--- config.mk ---
export PLATFORM = sky130hd
export DESIGN_NAME = rtl_tracking_loops
export DESIGN_NICKNAME = d
export VERILOG_FILES = /design/src/verilog/rtl_pkg.sv /design/src/verilog/rtl_tracking_loops.sv /design/src/verilog/rtl_gain_loop.sv /design/src/verilog/rtl_timing_loop.sv
export SDC_FILE = /design/constraint.sdc
export NUM_CORES = 1
export LEC_CHECK = 0
export BUFFER_PORTS_ARGS = -buffer_cell sky130_fd_sc_hd__buf_4
export CORE_AREA = 3 3 237 239
export CTS_BUF_LIST = sky130_fd_sc_hd__clkbuf_16
export DETAILED_ROUTE_END_ITERATION = 10
export DIE_AREA = 0 0 240 242
export GPL_TIMING_DRIVEN = 0
export HOLD_SLACK_MARGIN = 0.08
export PLACE_DENSITY_LB_ADDON = 0.25
export RECOVER_POWER = 100
export SYNTH_ARGS = -nofsm -noshare
export SYNTH_HDL_FRONTEND = slang
export SYNTH_SLANG_ARGS = --single-unit
--- constraint.sdc ---
create_clock -name clk_i -period 7.8 [get_ports clk_i]
set_clock_uncertainty 0.15 [all_clocks]
set_input_delay 0.78 -clock clk_i [delete_from_list [all_inputs] [get_ports clk_i]]
set_output_delay 0.78 -clock clk_i [all_outputs]
set_load 0.01 [all_outputs]
--- src/verilog/rtl_pkg.sv ---
package rtl_pkg;
  // APB register byte offsets
  localparam logic [7:0] RTL_GAIN_CTRL_OFS = 8'h00;
  localparam logic [7:0] RTL_GAIN_THR_OFS = 8'h04;
  localparam logic [7:0] RTL_GAIN_WIN_OFS = 8'h08;
  localparam logic [7:0] RTL_FREQ_CFG_OFS = 8'h0c;
  localparam logic [7:0] RTL_TIMING_CFG_OFS = 8'h10;
  localparam logic [7:0] RTL_STATUS_OFS = 8'h14;
  localparam logic [7:0] RTL_FREQ_EST_OFS = 8'h18;
  localparam logic [7:0] RTL_TIMING_EST_OFS = 8'h1c;
  // Gain control fields
  localparam int RTL_GAIN_ON_BIT = 0;
  localparam int RTL_THR_LO_LSB = 0;
  localparam int RTL_THR_HI_LSB = 4;
  localparam int RTL_WIN_EXP_LSB = 0;
  // Frequency compensation fields
  localparam int RTL_FC_ON_BIT = 0;
  localparam int RTL_FC_HOLD_BIT = 1;
  localparam int RTL_FC_SYNC_USED_BIT = 2;
  localparam int RTL_FC_MOD_LSB = 4;
  localparam int RTL_FC_IGAIN_LSB = 8;
  localparam int RTL_FC_TGAIN_LSB = 12;
  localparam int RTL_FC_LEAK_LSB = 16;
  localparam int RTL_FC_SYMS_LSB = 20;
  // Timing loop fields
  localparam int RTL_TL_PGAIN_LSB = 0;
  localparam int RTL_TL_IGAIN_LSB = 4;
  localparam int RTL_TL_ORDER_BIT = 8;
  // Reset values
  localparam logic [31:0] RTL_GAIN_CTRL_RST = 32'h0000_0000;
  localparam logic [31:0] RTL_GAIN_THR_RST = 32'h0000_00c4;
  localparam logic [31:0] RTL_GAIN_WIN_RST = 32'h0000_0002;
  localparam logic [31:0] RTL_FREQ_CFG_RST = 32'h0081_5430;
  localparam logic [31:0] RTL_TIMING_CFG_RST = 32'h0000_0082;
  // Gain step size and limits
  localparam int RTL_ATTEN_STEP_DB = 6;
  localparam int RTL_ATTEN_MAX_DB = 48;
  localparam logic [3:0] RTL_ATTEN_MAX_STEPS =
    4'(RTL_ATTEN_MAX_DB / RTL_ATTEN_STEP_DB);
  localparam int RTL_WIN_BASE_CYCLES = 12;
  // Modulation codes for frequency compensation
  localparam logic [1:0] RTL_MOD_FSK = 2'h0;
  localparam logic [1:0] RTL_MOD_GFSK = 2'h1;
  localparam logic [1:0] RTL_MOD_MSK = 2'h2;
  localparam logic [1:0] RTL_MOD_ASK = 2'h3;
  // Frequency compensation phases
  typedef enum logic [1:0] {
    RTL_FC_IDLE = 2'b00,
    RTL_FC_FAST = 2'b01,
    RTL_FC_SLOW = 2'b11,
    RTL_FC_FROZEN = 2'b10
  } rtl_fc_state_t;
endpackage : rtl_pkg

--- src/verilog/rtl_tracking_loops.sv ---
// Decided for this implementation: register access over APB and the address map.
module rtl_tracking_loops (
  input wire logic clk_i, // 50 MHz clock
  input wire logic rst_n_i, // Async reset, active low
  input wire logic psel, // APB select
  input wire logic penable, // APB enable
  input wire logic pwrite, // APB direction
  input wire logic [7:0] paddr, // APB byte address
  input wire logic [31:0] pwdata, // APB write data
  output logic [31:0] prdata, // APB read data
  output logic pready, // APB ready
  output logic pslverr, // APB error
  input wire logic [3:0] peak_i, // Demod sample magnitude
  input wire logic signed [11:0] freq_i, // Instant frequency sample
  input wire logic rssi_above_i, // RSSI threshold level, async
  input wire logic sync_det_i, // Sync detect pulse, same clock
  input wire logic bit_edge_i, // Received bit edge, same clock
  input wire logic [15:0] nom_period_i, // Nominal symbol period
  output logic [3:0] atten_o, // RF attenuation steps of 6 dB
  output logic signed [11:0] freq_corr_o, // Frequency correction
  output logic sym_stb_o // Local symbol strobe
);
  // Configuration registers
  logic [31:0] gain_ctrl_q, gain_threshold_cfg_q, gain_window_cfg_q;
  logic [31:0] freq_cfg_q, timing_loop_cfg_q;
  // Decoded fields
  logic gain_loop_on;
  logic [3:0] thr_hi, thr_lo, peak_window_exponent;
  logic fc_on, freq_comp_hold_at_sync, sync_used;
  logic [1:0] mod_sel;
  logic [3:0] freq_comp_initial_gain, freq_comp_tracking_gain;
  logic [3:0] freq_peak_leak;
  logic [7:0] freq_comp_initial_symbols;
  logic timing_loop_order_sel;
  logic [2:0] timing_prop_gain;
  logic [3:0] timing_integral_gain;

  assign gain_loop_on = gain_ctrl_q[rtl_pkg::RTL_GAIN_ON_BIT];
  assign thr_hi = gain_threshold_cfg_q[rtl_pkg::RTL_THR_HI_LSB +: 4];
  assign thr_lo = gain_threshold_cfg_q[rtl_pkg::RTL_THR_LO_LSB +: 4];
  assign peak_window_exponent =
    gain_window_cfg_q[rtl_pkg::RTL_WIN_EXP_LSB +: 4];
  assign fc_on = freq_cfg_q[rtl_pkg::RTL_FC_ON_BIT];
  assign freq_comp_hold_at_sync = freq_cfg_q[rtl_pkg::RTL_FC_HOLD_BIT];
  assign sync_used = freq_cfg_q[rtl_pkg::RTL_FC_SYNC_USED_BIT];
  assign mod_sel = freq_cfg_q[rtl_pkg::RTL_FC_MOD_LSB +: 2];
  assign freq_comp_initial_gain = freq_cfg_q[rtl_pkg::RTL_FC_IGAIN_LSB +: 4];
  assign freq_comp_tracking_gain =
    freq_cfg_q[rtl_pkg::RTL_FC_TGAIN_LSB +: 4];
  assign freq_peak_leak = freq_cfg_q[rtl_pkg::RTL_FC_LEAK_LSB +: 4];
  assign freq_comp_initial_symbols =
    freq_cfg_q[rtl_pkg::RTL_FC_SYMS_LSB +: 8];
  assign timing_loop_order_sel =
    timing_loop_cfg_q[rtl_pkg::RTL_TL_ORDER_BIT];
  assign timing_prop_gain = timing_loop_cfg_q[rtl_pkg::RTL_TL_PGAIN_LSB +: 3];
  assign timing_integral_gain =
    timing_loop_cfg_q[rtl_pkg::RTL_TL_IGAIN_LSB +: 4];

  // APB decode; zero wait states, unmapped address answers slverr
  logic acc, wr;
  logic hit_gctl, hit_thr, hit_win, hit_fc, hit_tl;
  logic hit_st, hit_fe, hit_te, hit_any;
  assign acc = psel && penable;
  assign hit_gctl = (paddr == rtl_pkg::RTL_GAIN_CTRL_OFS);
  assign hit_thr = (paddr == rtl_pkg::RTL_GAIN_THR_OFS);
  assign hit_win = (paddr == rtl_pkg::RTL_GAIN_WIN_OFS);
  assign hit_fc = (paddr == rtl_pkg::RTL_FREQ_CFG_OFS);
  assign hit_tl = (paddr == rtl_pkg::RTL_TIMING_CFG_OFS);
  assign hit_st = (paddr == rtl_pkg::RTL_STATUS_OFS);
  assign hit_fe = (paddr == rtl_pkg::RTL_FREQ_EST_OFS);
  assign hit_te = (paddr == rtl_pkg::RTL_TIMING_EST_OFS);
  assign hit_any = hit_gctl | hit_thr | hit_win | hit_fc | hit_tl |
                   hit_st | hit_fe | hit_te;
  assign wr = acc && pwrite && hit_any;
  assign pready = 1'b1;
  assign pslverr = acc && !hit_any;

  // Register writes; 4-bit fields hold the full 0..15 range
  always_ff @(posedge clk_i or negedge rst_n_i) begin
    if (!rst_n_i) begin
      gain_ctrl_q <= rtl_pkg::RTL_GAIN_CTRL_RST;
      gain_threshold_cfg_q <= rtl_pkg::RTL_GAIN_THR_RST;
      gain_window_cfg_q <= rtl_pkg::RTL_GAIN_WIN_RST;
      freq_cfg_q <= rtl_pkg::RTL_FREQ_CFG_RST;
      timing_loop_cfg_q <= rtl_pkg::RTL_TIMING_CFG_RST;
    end else if (wr) begin
      if (hit_gctl) gain_ctrl_q <= {31'h0, pwdata[0]};
      if (hit_thr) gain_threshold_cfg_q <= {24'h0, pwdata[7:0]};
      if (hit_win) gain_window_cfg_q <= {28'h0, pwdata[3:0]};
      if (hit_fc) freq_cfg_q <= {4'h0, pwdata[27:8], 2'h0, pwdata[5:4],
                                 1'b0, pwdata[2:0]};
      if (hit_tl) timing_loop_cfg_q <= {23'h0, pwdata[8:4], 1'b0,
                                        pwdata[2:0]};
    end
  end
  // lower threshold shares the threshold write above

  // Gain loop
  logic win_end;
  rtl_gain_loop u_gain (
    .clk_i(clk_i),
    .rst_n_i(rst_n_i),
    .on_i(gain_loop_on),
    .thr_hi_i(thr_hi),
    .thr_lo_i(thr_lo),
    .win_exp_i(peak_window_exponent),
    .peak_i(peak_i),
    .atten_o(atten_o),
    .win_end_o(win_end)
  );

  // Timing loop
  logic [15:0] period_est;
  rtl_timing_loop u_timing (
    .clk_i(clk_i),
    .rst_n_i(rst_n_i),
    .order_sel_i(timing_loop_order_sel),
    .pgain_i(timing_prop_gain),
    .igain_i(timing_integral_gain),
    .nom_period_i(nom_period_i),
    .bit_edge_i(bit_edge_i),
    .sym_stb_o(sym_stb_o),
    .period_o(period_est)
  );

  // RSSI level arrives from the analog side: two-stage synchroniser
  logic rssi_s1_q, rssi_s2_q, rssi_s3_q;
  always_ff @(posedge clk_i or negedge rst_n_i) begin
    if (!rst_n_i) begin
      rssi_s1_q <= 1'b0;
      rssi_s2_q <= 1'b0;
      rssi_s3_q <= 1'b0;
    end else begin
      rssi_s1_q <= rssi_above_i;
      rssi_s2_q <= rssi_s1_q;
      rssi_s3_q <= rssi_s2_q;
    end
  end
  logic rssi_rise;
  assign rssi_rise = rssi_s2_q && !rssi_s3_q;

  // Frequency compensation allowed only for FSK family
  logic fc_allowed;
  assign fc_allowed = fc_on && (mod_sel != rtl_pkg::RTL_MOD_ASK);

  // Phase sequencer: idle, fast, slow, frozen
  rtl_pkg::rtl_fc_state_t st_q, st_d;
  logic [7:0] sym_cnt_q, sym_cnt_d;
  logic fast_done;
  assign fast_done = sym_stb_o &&
                     (sym_cnt_q >= freq_comp_initial_symbols - 8'h1);
  always_comb begin
    st_d = st_q;
    case (st_q)
      rtl_pkg::RTL_FC_IDLE: begin
        if (rssi_rise) st_d = rtl_pkg::RTL_FC_FAST;
      end
      rtl_pkg::RTL_FC_FAST: begin
        if (fast_done || freq_comp_initial_symbols == 8'h0) begin
          st_d = rtl_pkg::RTL_FC_SLOW;
        end
      end
      rtl_pkg::RTL_FC_SLOW: begin
        if (sync_det_i && sync_used && freq_comp_hold_at_sync) begin
          st_d = rtl_pkg::RTL_FC_FROZEN;
        end
      end
      default: st_d = st_q;
    endcase
    if (!fc_allowed || !rssi_s2_q) st_d = rtl_pkg::RTL_FC_IDLE;
  end
  assign sym_cnt_d = (st_q != rtl_pkg::RTL_FC_FAST) ? 8'h0 :
                     sym_stb_o ? sym_cnt_q + 8'h1 : sym_cnt_q;

  // Peak detector with leak; larger leak decays slower
  logic signed [15:0] pk_hi_q, pk_lo_q, pk_hi_d, pk_lo_d;
  logic signed [15:0] fext;
  assign fext = 16'(freq_i) <<< 4;
  assign pk_hi_d = (fext > pk_hi_q) ? fext :
                   pk_hi_q - (pk_hi_q >>> freq_peak_leak);
  assign pk_lo_d = (fext < pk_lo_q) ? fext :
                   pk_lo_q - (pk_lo_q >>> freq_peak_leak);

  // Centre estimate and correction update with phase-dependent gain
  logic signed [16:0] centre;
  logic signed [15:0] corr_q, corr_d, step;
  logic [3:0] gain_sel;
  logic adapt;
  assign centre = (17'(pk_hi_q) + 17'(pk_lo_q)) >>> 1;
  assign gain_sel = (st_q == rtl_pkg::RTL_FC_FAST) ?
                    freq_comp_initial_gain : freq_comp_tracking_gain;
  assign adapt = (st_q == rtl_pkg::RTL_FC_FAST ||
                  st_q == rtl_pkg::RTL_FC_SLOW) && sym_stb_o;
  assign step = 16'(centre >>> gain_sel);
  assign corr_d = !fc_allowed ? 16'sh0 : adapt ? corr_q + step : corr_q;

  always_ff @(posedge clk_i or negedge rst_n_i) begin
    if (!rst_n_i) begin
      st_q <= rtl_pkg::RTL_FC_IDLE;
      sym_cnt_q <= 8'h0;
      pk_hi_q <= 16'sh0;
      pk_lo_q <= 16'sh0;
      corr_q <= 16'sh0;
    end else begin
      st_q <= st_d;
      sym_cnt_q <= sym_cnt_d;
      pk_hi_q <= pk_hi_d;
      pk_lo_q <= pk_lo_d;
      corr_q <= corr_d;
    end
  end
  assign freq_corr_o = corr_q[15:4];

  // Status and estimate readback
  logic [31:0] status;
  logic [31:0] rd_mux;
  assign status = {22'h0, st_q, 3'h0, win_end, atten_o};
  assign rd_mux = hit_gctl ? gain_ctrl_q :
                  hit_thr ? gain_threshold_cfg_q :
                  hit_win ? gain_window_cfg_q :
                  hit_fc ? freq_cfg_q :
                  hit_tl ? timing_loop_cfg_q :
                  hit_st ? status :
                  hit_fe ? {{16{corr_q[15]}}, corr_q} :
                  hit_te ? {16'h0, period_est} : 32'h0;
  assign prdata = (acc && !pwrite) ? rd_mux : 32'h0;
endmodule : rtl_tracking_loops

--- src/verilog/rtl_gain_loop.sv ---
// Peak gain control: one 6 dB step per measurement window
module rtl_gain_loop (
  input wire logic clk_i, // 50 MHz clock
  input wire logic rst_n_i, // Async reset, active low
  input wire logic on_i, // Gain loop enable
  input wire logic [3:0] thr_hi_i, // Upper peak threshold
  input wire logic [3:0] thr_lo_i, // Lower peak threshold
  input wire logic [3:0] win_exp_i, // Window exponent
  input wire logic [3:0] peak_i, // Sample magnitude
  output logic [3:0] atten_o, // Attenuation in 6 dB steps
  output logic win_end_o // Window end pulse
);
  logic [19:0] cnt_q, cnt_d;
  logic [3:0] peak_q, peak_d;
  logic [3:0] atten_q, atten_d;
  logic [19:0] win_len;
  logic last;
  logic go_up, go_dn;

  // Window = 12 clocks times 2^exp
  assign win_len = 20'(rtl_pkg::RTL_WIN_BASE_CYCLES) << win_exp_i;
  assign last = (cnt_q >= win_len - 20'h1);
  assign cnt_d = (!on_i || last) ? 20'h0 : cnt_q + 20'h1;
  assign peak_d = (!on_i || last) ? 4'h0 :
                  (peak_i > peak_q ? peak_i : peak_q);
  // Step decisions; clamped at the range ends
  assign go_up = last && (peak_q > thr_hi_i) &&
                 (atten_q < rtl_pkg::RTL_ATTEN_MAX_STEPS);
  assign go_dn = last && (peak_q < thr_lo_i) &&
                 (atten_q != 4'h0);
  // Single 6 dB steps only, max 48 dB frozen when off
  assign atten_d = !on_i ? atten_q :
                   go_up ? atten_q + 4'h1 :
                   go_dn ? atten_q - 4'h1 : atten_q;

  // Window state
  always_ff @(posedge clk_i or negedge rst_n_i) begin
    if (!rst_n_i) begin
      cnt_q <= 20'h0;
      peak_q <= 4'h0;
      atten_q <= 4'h0;
    end else begin
      cnt_q <= cnt_d;
      peak_q <= peak_d;
      atten_q <= atten_d;
    end
  end

  assign atten_o = atten_q;
  assign win_end_o = on_i && last;
endmodule : rtl_gain_loop

--- src/verilog/rtl_timing_loop.sv ---
// Symbol timing recovery, first or second order
module rtl_timing_loop (
  input wire logic clk_i, // 50 MHz clock
  input wire logic rst_n_i, // Async reset, active low
  input wire logic order_sel_i, // 0 delay loop, 1 phase loop
  input wire logic [2:0] pgain_i, // Proportional gain shift
  input wire logic [3:0] igain_i, // Integral gain shift
  input wire logic [15:0] nom_period_i, // Nominal symbol period
  input wire logic bit_edge_i, // Received bit edge pulse
  output logic sym_stb_o, // Local symbol strobe
  output logic [15:0] period_o // Current period estimate
);
  logic [15:0] phase_q, phase_d;
  logic signed [23:0] freq_q, freq_d;
  logic [15:0] period;
  logic signed [16:0] err;
  logic signed [16:0] pcorr;
  logic signed [23:0] icorr;
  logic wrap;

  // Period: nominal plus integrated frequency term
  assign period = order_sel_i ?
    16'($signed({1'b0, nom_period_i}) + 17'(freq_q >>> 8)) : nom_period_i;
  assign wrap = (phase_q >= period - 16'h1);
  // Phase error: edge expected at half period
  assign err = $signed({1'b0, phase_q}) - $signed({2'b0, period[15:1]});
  // Smaller gain value = larger correction, faster loop
  assign pcorr = err >>> pgain_i;
  assign icorr = 24'(err) <<< 4 >>> igain_i;
  // Delay correction on each edge keeps local edges aligned
  assign phase_d = bit_edge_i ? 16'($signed({1'b0, phase_q}) - pcorr) :
                   wrap ? 16'h0 : phase_q + 16'h1;
  // Integrator only in second order mode; holds between edges so long
  // runs without transitions keep the learned period
  assign freq_d = (order_sel_i && bit_edge_i) ? freq_q + icorr :
                  order_sel_i ? freq_q : 24'sh0;

  always_ff @(posedge clk_i or negedge rst_n_i) begin
    if (!rst_n_i) begin
      phase_q <= 16'h0;
      freq_q <= 24'sh0;
      sym_stb_o <= 1'b0;
      period_o <= 16'h0;
    end else begin
      phase_q <= phase_d;
      freq_q <= freq_d;
      sym_stb_o <= wrap && !bit_edge_i;
      period_o <= period;
    end
  end
endmodule : rtl_timing_loop

# After elaboration in Yosys (flattened, before gate mapping)
# Index checks and enable logic that the tools add are counted.
# Widths: inputs -> output; s select.
[classes]
shift = 6
n_mux = 31
bitwise_logic = 7
order_cmp = 9
eq_ne = 16
addsub = 16
reduce_logical = 44
[ops]
columns = ["operator", "n"]
rows = [
  ["$mux 32", 8],
  ["$mux 16", 8],
  ["$mux 24", 2],
  ["$sshr 16x4->16", 3],
  ["$sub 16x16->16", 3],
  ["$add 16x16->16", 2],
  ["$eq 8x5->1 const B", 4],
  ["$add 24x24->24", 1],
  ["$sshr 21x4->24", 1],
  ["$add 20x1->20 const B", 1],
  ["$ge 20x20->1", 1],
  ["$mux 20", 1],
  ["$mux 4", 5],
  ["$shl 4x4->20 const A", 1],
  ["$sub 20x1->20 const B", 1],
  ["$logic_and 1x1->1", 18],
  ["$add 16x16->17", 1],
  ["$sshr 17x3->16", 1],
  ["$sub 16x15->17", 1],
  ["$add 16x1->16 const B", 1],
  ["$eq 8x4->1 const B", 2],
  ["$ge 16x16->1", 1],
  ["$gt 16x16->1", 1],
  ["$logic_not 8->1", 2],
  ["other kinds (27)", 59],
]
[totals]
ff_bits = 192

# Depth between registers and ports, before layout
# Gate-level depths: netlist of run 1.
[depth]
word_depth = 11
mapped_depth = 34
mapped_depth_nobuf = 34

# Modules after synthesis
# From an unflattened synthesis of run 1, not the netlist that was laid out.
[unflattened]
hier_cells = 2589
hier_area_um2 = 21406.8
[modules_own_cells]
columns = ["mod", "seq_area_each_um2", "area_each_um2", "instances", "cells_per_inst"]
rows = [
  ["rtl_tracking_loops", 2693.8, 10543.9, 1, 1279],
  ["rtl_timing_loop", 1426.4, 8451.9, 1, 1035],
  ["rtl_gain_loop", 700.7, 2411.1, 1, 275],
]

# Worst setup path before layout of run 1
# Ideal clock, no wire load.
[synth_timing]
kind = "input-to-reg"
startpoint = "in nom_period_i[1]"
endpoint = "reg u_timing.freq_q[23]"
t_arrival_ps = 7303
cell_stages = 32
path_slack_ps = 223
path_cell_list = "ha_1 > a211oi_1 > nor2_1 > a31o_2 > buf_2 > o21a_1 > o21ai_1 > a21oi_1 > o21a_1 > or4_1 > o311ai_0 > xnor2_1 > ha_1 > nand2b_1 > or3_1 > o21ai_0 > nor2_1 > o221a_1 > a211o_1 > a22o_1 > ha_1 > and3_1 > a211oi_1 > a211oi_1 > o211ai_1 > and3_1 > nor3_1 > a31o_2 > a31oi_1 > xnor2_1 > nand2_1 > mux2i_1"
[synth_via]
elab_chain_cells = 6
[synth_lines]
columns = ["item", "line_no", "rtl"]
rows = [
  ["from (decl)", "rtl_tracking_loops.sv:18", "input wire logic [15:0] nom_period_i,"],
  ["$add 16x16->16", "rtl_timing_loop.sv:23", "16'($signed({1'b0, nom_period_i}) + 17'(freq_q >>> 8)) : nom_period_i;"],
  ["$mux 16 (*)", "rtl_timing_loop.sv:22", "assign period = order_sel_i ?"],
  ["$sub 16x15->17 (*)", "rtl_timing_loop.sv:26", "assign err = $signed({1'b0, phase_q}) - $signed({2'b0, period[15:1]});"],
  ["$sshr 21x4->24 (*)", "rtl_timing_loop.sv:29", "assign icorr = 24'(err) <<< 4 >>> igain_i;"],
  ["$add 24x24->24 (*)", "rtl_timing_loop.sv:35", "assign freq_d = (order_sel_i && bit_edge_i) ? freq_q + icorr :"],
  ["$mux 24 (*)", "rtl_timing_loop.sv:35", ""],
  ["to (signal assigned)", "rtl_timing_loop.sv:46", "freq_q <= freq_d;"],
  ["to (decl)", "rtl_timing_loop.sv:14", "logic signed [23:0] freq_q, freq_d;"],
]
# Mark *: on every way between the ends. The rest lies on a longest branch, timed or not.
# A chain may end at the register's enable or synchronous reset.

# Worst setup path in the final report of run 1
# Same ends and word-level chain as after synthesis.

==> results.json, run 1 <==
{
  "status": "complete, but fails checks",
  "violations": "capacitance limit, slew limit",
  "maxCapViolCount": 2,
  "cts_buffers": 17,
  "grt_pass1_wl_mm": 106,
  "synth_mux_area_share_pct": 10.3,
  "setup_viol": 0,
  "synthSimpleGateAreaFrac_pct": 18.0,
  "yosysTopAreaCell": "dfrtp_1",
  "port-buffer-count": 124,
  "critical_path_class": "in -> reg",
  "gp_congestion": 0.946,
  "syn_avg_cell_area_sq_um": 8.17,
  "synth_ff_type": "dfrtp_1",
  "yosysTopAreaCellShare_pct": 21.8,
  "clock_tree.buffer_depth": 2,
  "core_region_area_sq_um": 54000,
  "ys.warnings.count": 0,
  "fmax_mhz": 132,
  "diodes": 0,
  "clockRootBuffer": "clkbuf_16",
  "die-area_sq_um": 58100,
  "regArea_sq_um": 4820,
  "layout-drive-gt1-share_pct": 13.5,
  "grt_pass1_vias": 19100,
  "r2r-start": "u_timing.freq_q[9]$_DFFE_PN0P_",
  "synth_compound_area_share_pct": 22.4,
  "area_delta_synth_final_pct": 14.0,
  "drt_iter0_drc": 1272,
  "grt_overflow": 0,
  "worstPathArrival_ns": 7.89,
  "p_per_area_nw_per_um2": 360,
  "relSlewSlack_pct": -109,
  "h-tree-depth": 4,
  "seq_area_frac_synth_pct": 23.5,
  "die_w_um": 240,
  "row_count": 85,
  "hold_path_class": "reg -> reg",
  "r2r_cells": 31,
  "power.total_uw": 8410,
  "hold_path_depth": 0,
  "yosysUniqueCellTypes": 104,
  "detailed_place_hpwl_mm": 53.6,
  "cp_slowest_cell": "or4_4",
  "netlist_instances": 2510,
  "worstHoldStart": "rssi_s1_q$_DFF_PN0_",
  "cp-end-kind": "flip-flop",
  "first_pass_iters": 7,
  "grt_max_degree": 83,
  "synth_edf_count": 0,
  "synth_area_sq_um": 20500,
  "required_ns": 8.09,
  "worstSetupStartpointType": "input port",
  "ant_nets": 0,
  "wl_per_cell_um": 20.0,
  "chipHeight_um": 242,
  "finalCritPeriodShare_pct": 97.5,
  "multi_input_area_sq_um": 15000,
  "routed_wl_mm": 67.8,
  "antenna_found_initial": 0,
  "peakVddDrop_mv": 0.281,
  "cts_tree": "yes",
  "r2r-end": "u_timing.freq_q[23]$_DFFE_PN0P_",
  "final.min_clock_period_ns": 7.60,
  "r2r_setup_slack_ns": 0.22,
  "hold_viol_final": 0,
  "via_per_inst": 5.74,
  "finalSetupTns_ns": 0,
  "fill_cells": 5454,
  "synth_xor_area_share_pct": 6.57,
  "cp_max_fo": 10,
  "max_stage_delay_ns": 0.48,
  "synth.ff_latch_count": 192,
  "ios": 131,
  "leakage_uw": 0.0106,
  "drc": 0,
  "nNetsFinal": 2986,
  "worst_pin_slew_ns": 3.14,
  "async_flop_share_pct": 100,
  "vias": 19500,
  "grt_use_total_pct": 23.0,
  "synthTopCellsByArea": "dfrtp_1 22%, ha_1 13%, nand2_1 5.0%",
  "synth_top_family_by_area": "compound AO/OA/AOI/OAI gates",
  "slew_viol_final": 137,
  "clk_pin_slew_ns": 0.10,
  "initial_core_util_pct": 38.0,
  "hold_path_end": "rssi_s2_q$_DFF_PN0_",
  "synth_fa_ha_area_share_pct": 14.1,
  "clkSinkCount": 192,
  "clk_latency_ns": 0.52
}
==> final cells by class <==
type                       instances  area share (%)
buffer                           124            2.34
inverter                         126            2.06
multi-input combinational       2067            64.2
tap                              696            3.72
timing repair buffer             154            4.40
clock buffer                      17            1.82
clock inverter                    15           0.786
sequential                       192            20.6
==> how the worst max path moves through the flow <==
| stage | start | to | slack [ns] |
|---|---|---|---|
| 2_1_floorplan | nom_period_i[1] | u_timing.freq_q[23]$_DFFE_PN0P_ | 0.22 |
| 3_3_place_gp | nom_period_i[1] | u_timing.freq_q[22]$_DFFE_PN0P_ | -1.53 |
| 3_5_place_dp | nom_period_i[2] | u_timing.freq_q[22]$_DFFE_PN0P_ | -1.67 |
| 4_1_cts | u_timing.freq_q[9]$_DFFE_PN0P_ | u_timing.freq_q[23]$_DFFE_PN0P_ | 0.01 |
| 5_1_grt | u_timing.freq_q[9]$_DFFE_PN0P_ | u_timing.freq_q[23]$_DFFE_PN0P_ | -0.01 |
| 6_report | nom_period_i[1] | u_timing.freq_q[23]$_DFFE_PN0P_ | 0.20 |
==> through the flow <==
step | util (%) | setup slack, ns | hold WS (ns) | cell area [sq um] | instances
after floorplan | - | 0.223 | 0.181 | 20500 | 2511
after global placement | 41.3 | -1.53 | 0.195 | 22300 | 3331
after detailed placement | 41.4 | -1.67 | 0.190 | 22400 | 3333
after CTS | 43.1 | 0.00959 | 0.198 | 23300 | 3375
after global routing | 43.3 | -0.0124 | 0.222 | 23400 | 3391
final | 43.3 | 0.198 | 0.210 | 23400 | 3391
==> Yosys cell counts (6+ instances only) <==
library cell  instances
mux4_2               17
nor2_1              246
a21boi_0             14
nor2b_1              31
a31o_2                8
nand3_1              59
or4_1                 7
o22ai_1              11
nand4_1              15
and3_1               21
a21oi_1             162
nor4_1                8
a22oi_1              14
dfrtp_1             179
inv_1               119
or3_1                25
a211o_1               6
o21ai_1               6
a22o_1                8
xor2_1               58
a31oi_1              27
buf_4                16
o211ai_1             15
buf_1                16
clkbuf_1             87
nor3_1               63
mux2_2               72
and2_1               12
nand2_1             273
dfstp_2              13
nand2b_1             24
a211oi_1             30
o31ai_1              21
o21bai_1             13
xnor2_1              94
o21a_1               41
o311ai_0              6
fa_1                  9
o21ai_0             160
ha_1                215
mux2i_1              91
o41ai_1               8
a21o_1               68
==> worst max-delay path, delay by kind of cell <==
family | cells | cell delay [ns]
xor+xnor | 2 | 0.31
mux | 2 | 0.45
simple gates | 9 | 2.22
compound gates | 14 | 2.86
fa+ha+maj | 3 | 0.94
buf+inv | 2 | 0.30
==> metal layers <==
| layer | track usage (%) | wire length (um) |
|---|---|---|
| met5 | 0 | 0 |
| met4 | 8.38 | 2170 |
| met3 | 3.16 | 2740 |
| met2 | 39.2 | 32900 |
| met1 | 29.7 | 30000 |
==> sequential cells by signal, indices dropped and copies added (netlist names), 16 cells and up <==
name,flops
corr_q,16
freq_cfg_q,25
pk_hi_q,16
pk_lo_q,16
u_gain.cnt_q,20
u_timing.freq_q,24
u_timing.period_o,16
u_timing.phase_q,16
==> placed cells by master (no fill, tap or decap), drive strengths merged, types with 11 or more instances in the layout <==
cell / n
a211oi: 31
a21boi: 14
a21o: 69
a21oi: 167
a22oi: 14
a31oi: 27
and2: 13
and3: 21
buf: 129
clkbuf: 165
dfrtp: 179
dfstp: 13
ha: 215
inv: 133
mux2: 72
mux2i: 92
mux4: 17
nand2: 274
nand2b: 24
nand3: 59
nand4: 15
nor2: 246
nor2b: 31
nor3: 64
o211ai: 17
o21a: 41
o21ai: 168
o21bai: 13
o22ai: 11
o31ai: 23
or3: 26
xnor2: 94
xor2: 59
==> power breakdown <==
part | total (uW) | internal, uW | switching (uW)
logic | 6010 | 2570 | 3440
clock network | 943 | 437 | 506
registers | 1450 | 1140 | 310
==> repair_timing <==
| action | in CTS | in global routing |
|---|---|---|
| endpoints found under the hold margin | 48 | 0 |
| setup buffers | 10 | 17 |
| pin swaps | 12 | 19 |
| setup endpoints to repair | 15 | 9 |
| hold buffers | 1 | 0 |
| gates resized for setup | 40 | 41 |
==> kinds of logic after synthesis <==
| logic type | after synthesis |
|---|---|
| muxes | 181 |
| and+or+nand+nor | 811 |
| adders and majority gates | 226 |
| buffers and inverters | 252 |
| AOI/OAI and AO/OA | 694 |
| other | 1 |
| DFF | 192 |
| xor gates and xnor gates | 153 |
No activity file was read; power rests on OpenSTA's default activity.
==> run 2: changes to the inputs <==
--- a/config.mk
+++ b/config.mk
@@ -12,8 +12,8 @@
 export DIE_AREA = 0 0 240 242
 export GPL_TIMING_DRIVEN = 0
 export HOLD_SLACK_MARGIN = 0.08
-export PLACE_DENSITY_LB_ADDON = 0.25
 export RECOVER_POWER = 100
+export REMOVE_ABC_BUFFERS = 1
 export SYNTH_ARGS = -nofsm -noshare
 export SYNTH_HDL_FRONTEND = slang
 export SYNTH_SLANG_ARGS = --single-unit
==> results.json, run 2 (synthesized netlist as in run 1, its figures left out) <==
{
  "required_ns": 8.03,
  "routed_wl_mm": 61.3,
  "nNetsFinal": 2864,
  "core_region_area_sq_um": 54000,
  "hold_viol_final": 0,
  "first_pass_iters": 6,
  "cp_max_fo": 6,
  "vias": 19100,
  "grt_overflow": 0,
  "die_w_um": 240,
  "die-area_sq_um": 58100,
  "grt_max_degree": 101,
  "violations": "capacitance limit, slew limit",
  "hold_path_class": "reg -> reg",
  "cts_tree": "yes",
  "ios": 131,
  "r2r_setup_slack_ns": 0.22,
  "drc": 0,
  "wl_per_cell_um": 18.8,
  "worst_pin_slew_ns": 5.78,
  "drt_iter0_drc": 1436,
  "r2r-end": "u_timing.freq_q[23]$_DFFE_PN0P_",
  "hold_buffers": 0,
  "cts_buffers": 17,
  "cp_slowest_cell": "fa_1",
  "worstHoldStart": "rssi_s1_q$_DFF_PN0_",
  "largest_reg_flops": 25,
  "final_cell_area_sq_um": 22800,
  "reg_top3": "freq_cfg_q: 25 flops, u_timing.freq_q: 24 flops, u_gain.cnt_q: 20 flops",
  "clk_pin_slew_ns": 0.08,
  "row_count": 85,
  "grt_use_total_pct": 20.8,
  "leakage_uw": 0.0103,
  "power.total_uw": 8390,
  "worstSetupStartpointType": "flip-flop",
  "critical_path_class": "reg -> reg",
  "cp-end-kind": "flip-flop",
  "layout-drive-gt1-share_pct": 13.0,
  "worstSetupEndpoint": "u_timing.freq_q[23]$_DFFE_PN0P_",
  "clock_tree.buffer_depth": 2,
  "max_stage_delay_ns": 0.45,
  "area_delta_synth_final_pct": 11.3,
  "fill_cells": 5466,
  "place_area_sq_um": 21800,
  "chipHeight_um": 242,
  "clkSinkCount": 192,
  "via_per_inst": 5.83,
  "clk_latency_ns": 0.50,
  "finalSetupTns_ns": 0,
  "initial_core_util_pct": 38.0,
  "relSlewSlack_pct": -285,
  "grt_pass1_vias": 18500,
  "slew_viol_final": 101,
  "crit_top_cell": "ha_1",
  "r2r_cells": 32,
  "grt_pass1_wl_mm": 97.8,
  "cp-startpoint": "u_timing.freq_q[8]$_DFFE_PN0P_",
  "p_per_area_nw_per_um2": 367,
  "peakVddDrop_mv": 0.212,
  "h-tree-depth": 4,
  "maxCapViolCount": 1,
  "ant_nets": 0,
  "final_common_cell": "nand2_1",
  "worstPathArrival_ns": 7.81,
  "port-buffer-count": 125,
  "clockRootBuffer": "clkbuf_16",
  "final.min_clock_period_ns": 7.58,
  "r2r-start": "u_timing.freq_q[8]$_DFFE_PN0P_",
  "gp_congestion": 0.912,
  "finalCritPeriodShare_pct": 97.2,
  "top_register": "freq_cfg_q",
  "status": "complete, but fails checks",
  "setup_viol": 0,
  "antenna_found_initial": 0,
  "diodes": 0,
  "fmax_mhz": 132,
  "detailed_place_hpwl_mm": 46.3,
  "layout_common_cells": "273 x nand2_1, 243 x nor2_1, 212 x ha_1"
}
[run 2: changes by cell type in the layout (fill, tap and decap cells not counted), moves of 3 or more]
cell | previous run | this run
a21oi_1 | 153 | 156
a21oi_2 | 11 | 8
buf_1 | 11 | 0
buf_2 | 4 | 0
buf_4 | 111 | 101
clkbuf_1 | 128 | 49
clkbuf_2 | 3 | 0
clkbuf_4 | 17 | 3
clkinvlp_4 | 0 | 4
ha_1 | 209 | 212
ha_2 | 5 | 0
[run 2: final cells by class]
| cell class | instances | area (sq um) | share of cell area (%) |
|---|---|---|---|
| Sequential cell | 192 | 4830 | 21.1 |
| Multi-Input combinational cell | 2067 | 15000 | 65.7 |
| Inverter | 126 | 494 | 2.17 |
| Timing Repair inverter | 1 | 5.00 | 0.0219 |
| Tap cell | 696 | 871 | 3.81 |
| Clock buffer | 17 | 425 | 1.86 |
| Clock inverter | 15 | 194 | 0.850 |
| Timing Repair Buffer | 155 | 1010 | 4.41 |
[run 2: where the power goes]
part	internal [uW]	switching, uW	total [uW]
sequential	1150	291	1440
clock	487	472	958
combinational	2630	3370	5990
[run 2: per-stage QoR]
stage / worst slack [ns] / std cells / hold slack, ns / util [%]
2_1_floorplan: 0.310 / 2385 / 0.181 / -
3_3_place_gp: -1.18 / 3206 / 0.186 / 40.3
3_5_place_dp: -1.28 / 3208 / 0.193 / 40.4
4_1_cts: 0.00650 / 3250 / 0.187 / 41.9
5_1_grt: -0.0419 / 3269 / 0.218 / 42.3
6_report: 0.220 / 3269 / 0.212 / 42.3
[run 2: critical path: cells and delay by family, from the launching register on]
family	cells	cell delay (ns)
xor gates and xnor gates	2	0.30
and+or+nand+nor	6	1.00
buffers and inverters	2	0.34
adders and majority gates	4	1.27
muxes	2	0.26
AOI/OAI and AO/OA	16	3.70
DFF	1	0.41
[run 2: worst min-delay path by stage]
stage	to	slack [ns]	cells after the start
4_1_cts	pk_lo_q[9]$_DFF_PN0_	0.19	1
5_1_grt	rssi_s1_q$_DFF_PN0_	0.22	1
6_report	rssi_s2_q$_DFF_PN0_	0.21	0
2_1_floorplan	rssi_s2_q$_DFF_PN0_	0.18	0
3_5_place_dp	rssi_s2_q$_DFF_PN0_	0.19	0
3_3_place_gp	rssi_s2_q$_DFF_PN0_	0.19	0
[run 2: timing repair]
item / CTS / global route
endpoints found under the setup margin: 25 / 10
setup buffers: 9 / 19
gates resized for setup: 29 / 45
gates cloned: 1 / 0
pin swaps: 9 / 21
[run 2: per-layer routing]
layer | global-route usage, % | routed length, um | vias up
li1 | - | - | 9151
met4 | 6.65 | 1460 | 0
met2 | 33.9 | 28500 | 554
met1 | 28.2 | 28000 | 9243
met3 | 3.23 | 3330 | 106
met5 | 0 | 0 | -
==> run 3: changes to the inputs <==
--- a/config.mk
+++ b/config.mk
@@ -6,12 +6,13 @@
 export NUM_CORES = 1
 export LEC_CHECK = 0
 export BUFFER_PORTS_ARGS = -buffer_cell sky130_fd_sc_hd__buf_4
-export CORE_AREA = 3 3 237 239
+export CORE_AREA = 2 2 200 280
 export CTS_BUF_LIST = sky130_fd_sc_hd__clkbuf_16
 export DETAILED_ROUTE_END_ITERATION = 10
-export DIE_AREA = 0 0 240 242
+export DIE_AREA = 0 0 202 282
 export GPL_TIMING_DRIVEN = 0
 export HOLD_SLACK_MARGIN = 0.08
+export PLACE_DENSITY_LB_ADDON = 0.12
 export RECOVER_POWER = 100
 export REMOVE_ABC_BUFFERS = 1
 export SYNTH_ARGS = -nofsm -noshare
==> results.json, run 3 (synthesized netlist as in run 1, its figures left out) <==
{
  "status": "complete, but fails checks",
  "violations": "capacitance limit, slew limit",
  "setup_viol": 0,
  "power.total_uw": 8450,
  "worstPathArrival_ns": 7.83,
  "cp-startpoint": "nom_period_i[1]",
  "leakage_uw": 0.0105,
  "hold_path_depth": 0,
  "final.min_clock_period_ns": 7.60,
  "top_register": "freq_cfg_q",
  "place_area_sq_um": 21900,
  "chipHeight_um": 282,
  "finalCritPeriodShare_pct": 97.4,
  "worst_pin_slew_ns": 5.08,
  "clk_latency_ns": 0.51,
  "via_per_inst": 5.69,
  "vias": 18700,
  "ios": 131,
  "max_stage_delay_ns": 0.49,
  "multi_input_area_sq_um": 15000,
  "antenna_found_initial": 1,
  "cp-end-kind": "flip-flop",
  "hold_buffers": 0,
  "layout_common_cells": "272 x nand2_1, 243 x nor2_1, 213 x ha_1",
  "r2r_cells": 32,
  "hold_path_class": "reg -> reg",
  "routed_wl_mm": 66.1,
  "fill_cells": 5447,
  "drc": 0,
  "clock_tree.buffer_depth": 2,
  "area_delta_synth_final_pct": 12.5,
  "grt_overflow": 0,
  "largest_reg_flops": 25,
  "grt_pass1_vias": 18700,
  "grt_max_degree": 113,
  "clk_pin_slew_ns": 0.08,
  "required_ns": 8.03,
  "reg_top3": "freq_cfg_q: 25 flops, u_timing.freq_q: 24 flops, u_gain.cnt_q: 20 flops",
  "final_cell_area_sq_um": 23100,
  "nNetsFinal": 2865,
  "detailed_place_hpwl_mm": 50.6,
  "grt_pass1_wl_mm": 103,
  "final_common_cell": "nand2_1",
  "worstSetupStartpointType": "input port",
  "cp_slowest_cell": "or4_4",
  "die_w_um": 202,
  "cts_buffers": 17,
  "finalSetupTns_ns": 0,
  "critical_path_class": "in -> reg",
  "fmax_mhz": 132,
  "relSlewSlack_pct": -239,
  "drt_iter0_drc": 1056,
  "r2r-start": "u_timing.freq_q[9]$_DFFE_PN0P_",
  "crit_top_cell": "ha_1",
  "h-tree-depth": 4,
  "hold_slack_ns": 0.206,
  "core_region_area_sq_um": 54200,
  "peakVddDrop_mv": 0.212,
  "first_pass_iters": 7,
  "layout-drive-gt1-share_pct": 15.2,
  "slew_viol_final": 82,
  "fin_util_pct": 42.6,
  "grt_setup_unrepaired": "true",
  "die-area_sq_um": 57000,
  "maxCapViolCount": 1,
  "worstHoldStart": "rssi_s1_q$_DFF_PN0_",
  "ant_nets": 0,
  "clockRootBuffer": "clkbuf_16",
  "regArea_sq_um": 4830,
  "clkSinkCount": 192,
  "cp_max_fo": 4,
  "row_count": 101,
  "grt_use_total_pct": 23.2,
  "initial_core_util_pct": 37.8,
  "wl_per_cell_um": 20.1,
  "port-buffer-count": 125,
  "gp_congestion": 0.899,
  "p_per_area_nw_per_um2": 366,
  "cts_tree": "yes",
  "hold_viol_final": 0
}
==> run 3: path summary, 6_finish.rpt <==
kind | to | slack (ns)
worst min-delay path | rssi_s2_q$_DFF_PN0_ | 0.21
worst max-delay path | u_timing.freq_q[23]$_DFFE_PN0P_ | 0.20
worst min register to register | rssi_s2_q$_DFF_PN0_ | 0.21
max in group asynchronous | u_timing.freq_q[9]$_DFFE_PN0P_ | 2.29
worst max register to register | u_timing.freq_q[23]$_DFFE_PN0P_ | 0.22
min in group asynchronous | pk_lo_q[12]$_DFF_PN0_ | 1.97
==> run 3: what timing repair did <==
action | CTS | global route
resized for setup | 40 | 42
endpoints found under the hold margin | 0 | 0
endpoints found under the setup margin | 31 | 10
cloned | 1 | 0
pin swaps | 11 | 23
setup buffers | 15 | 14
==> run 3: metrics by stage <==
| step | worst slack [ns] | cells |
|---|---|---|
| floorplan | 0.310 | 2385 |
| global placement | -1.82 | 3231 |
| detailed placement | -1.89 | 3233 |
| CTS | 0.0239 | 3281 |
| global route | -0.0279 | 3296 |
| finish | 0.203 | 3296 |
==> run 3: critical path: cells and delay by family <==
kind            cells  cell delay, ns
simple gates        8            1.57
mux                 1            0.15
buf+inv             2            0.30
fa+ha+maj           3            0.84
xor+xnor            2            0.35
compound gates     17            3.84
==> run 3: cell type report <==
cell class / count / share of cell area [%]
Clock buffer: 17 / 1.84
Antenna cell: 1 / 0.0108
Inverter: 126 / 2.14
Tap cell: 721 / 3.91
Clock inverter: 15 / 0.786
Timing Repair inverter: 1 / 0.0217
Multi-Input combinational cell: 2067 / 65.1
Timing Repair Buffer: 156 / 5.29
Sequential cell: 192 / 20.9
==> run 3: metal layers <==
metal,vias to the layer above,share of wire [%],GRT usage (%)
met5,-,0,0
li1,9143,-,-
met1,9147,40,25.7
met2,347,53,43.6
met3,101,3.0,3.26
met4,0,3.9,10.8
==> run 3: power breakdown <==
part | switching (uW) | total, uW | internal (uW)
Clock | 485 | 968 | 483
Combinational | 3440 | 6050 | 2610
Sequential | 280 | 1430 | 1150
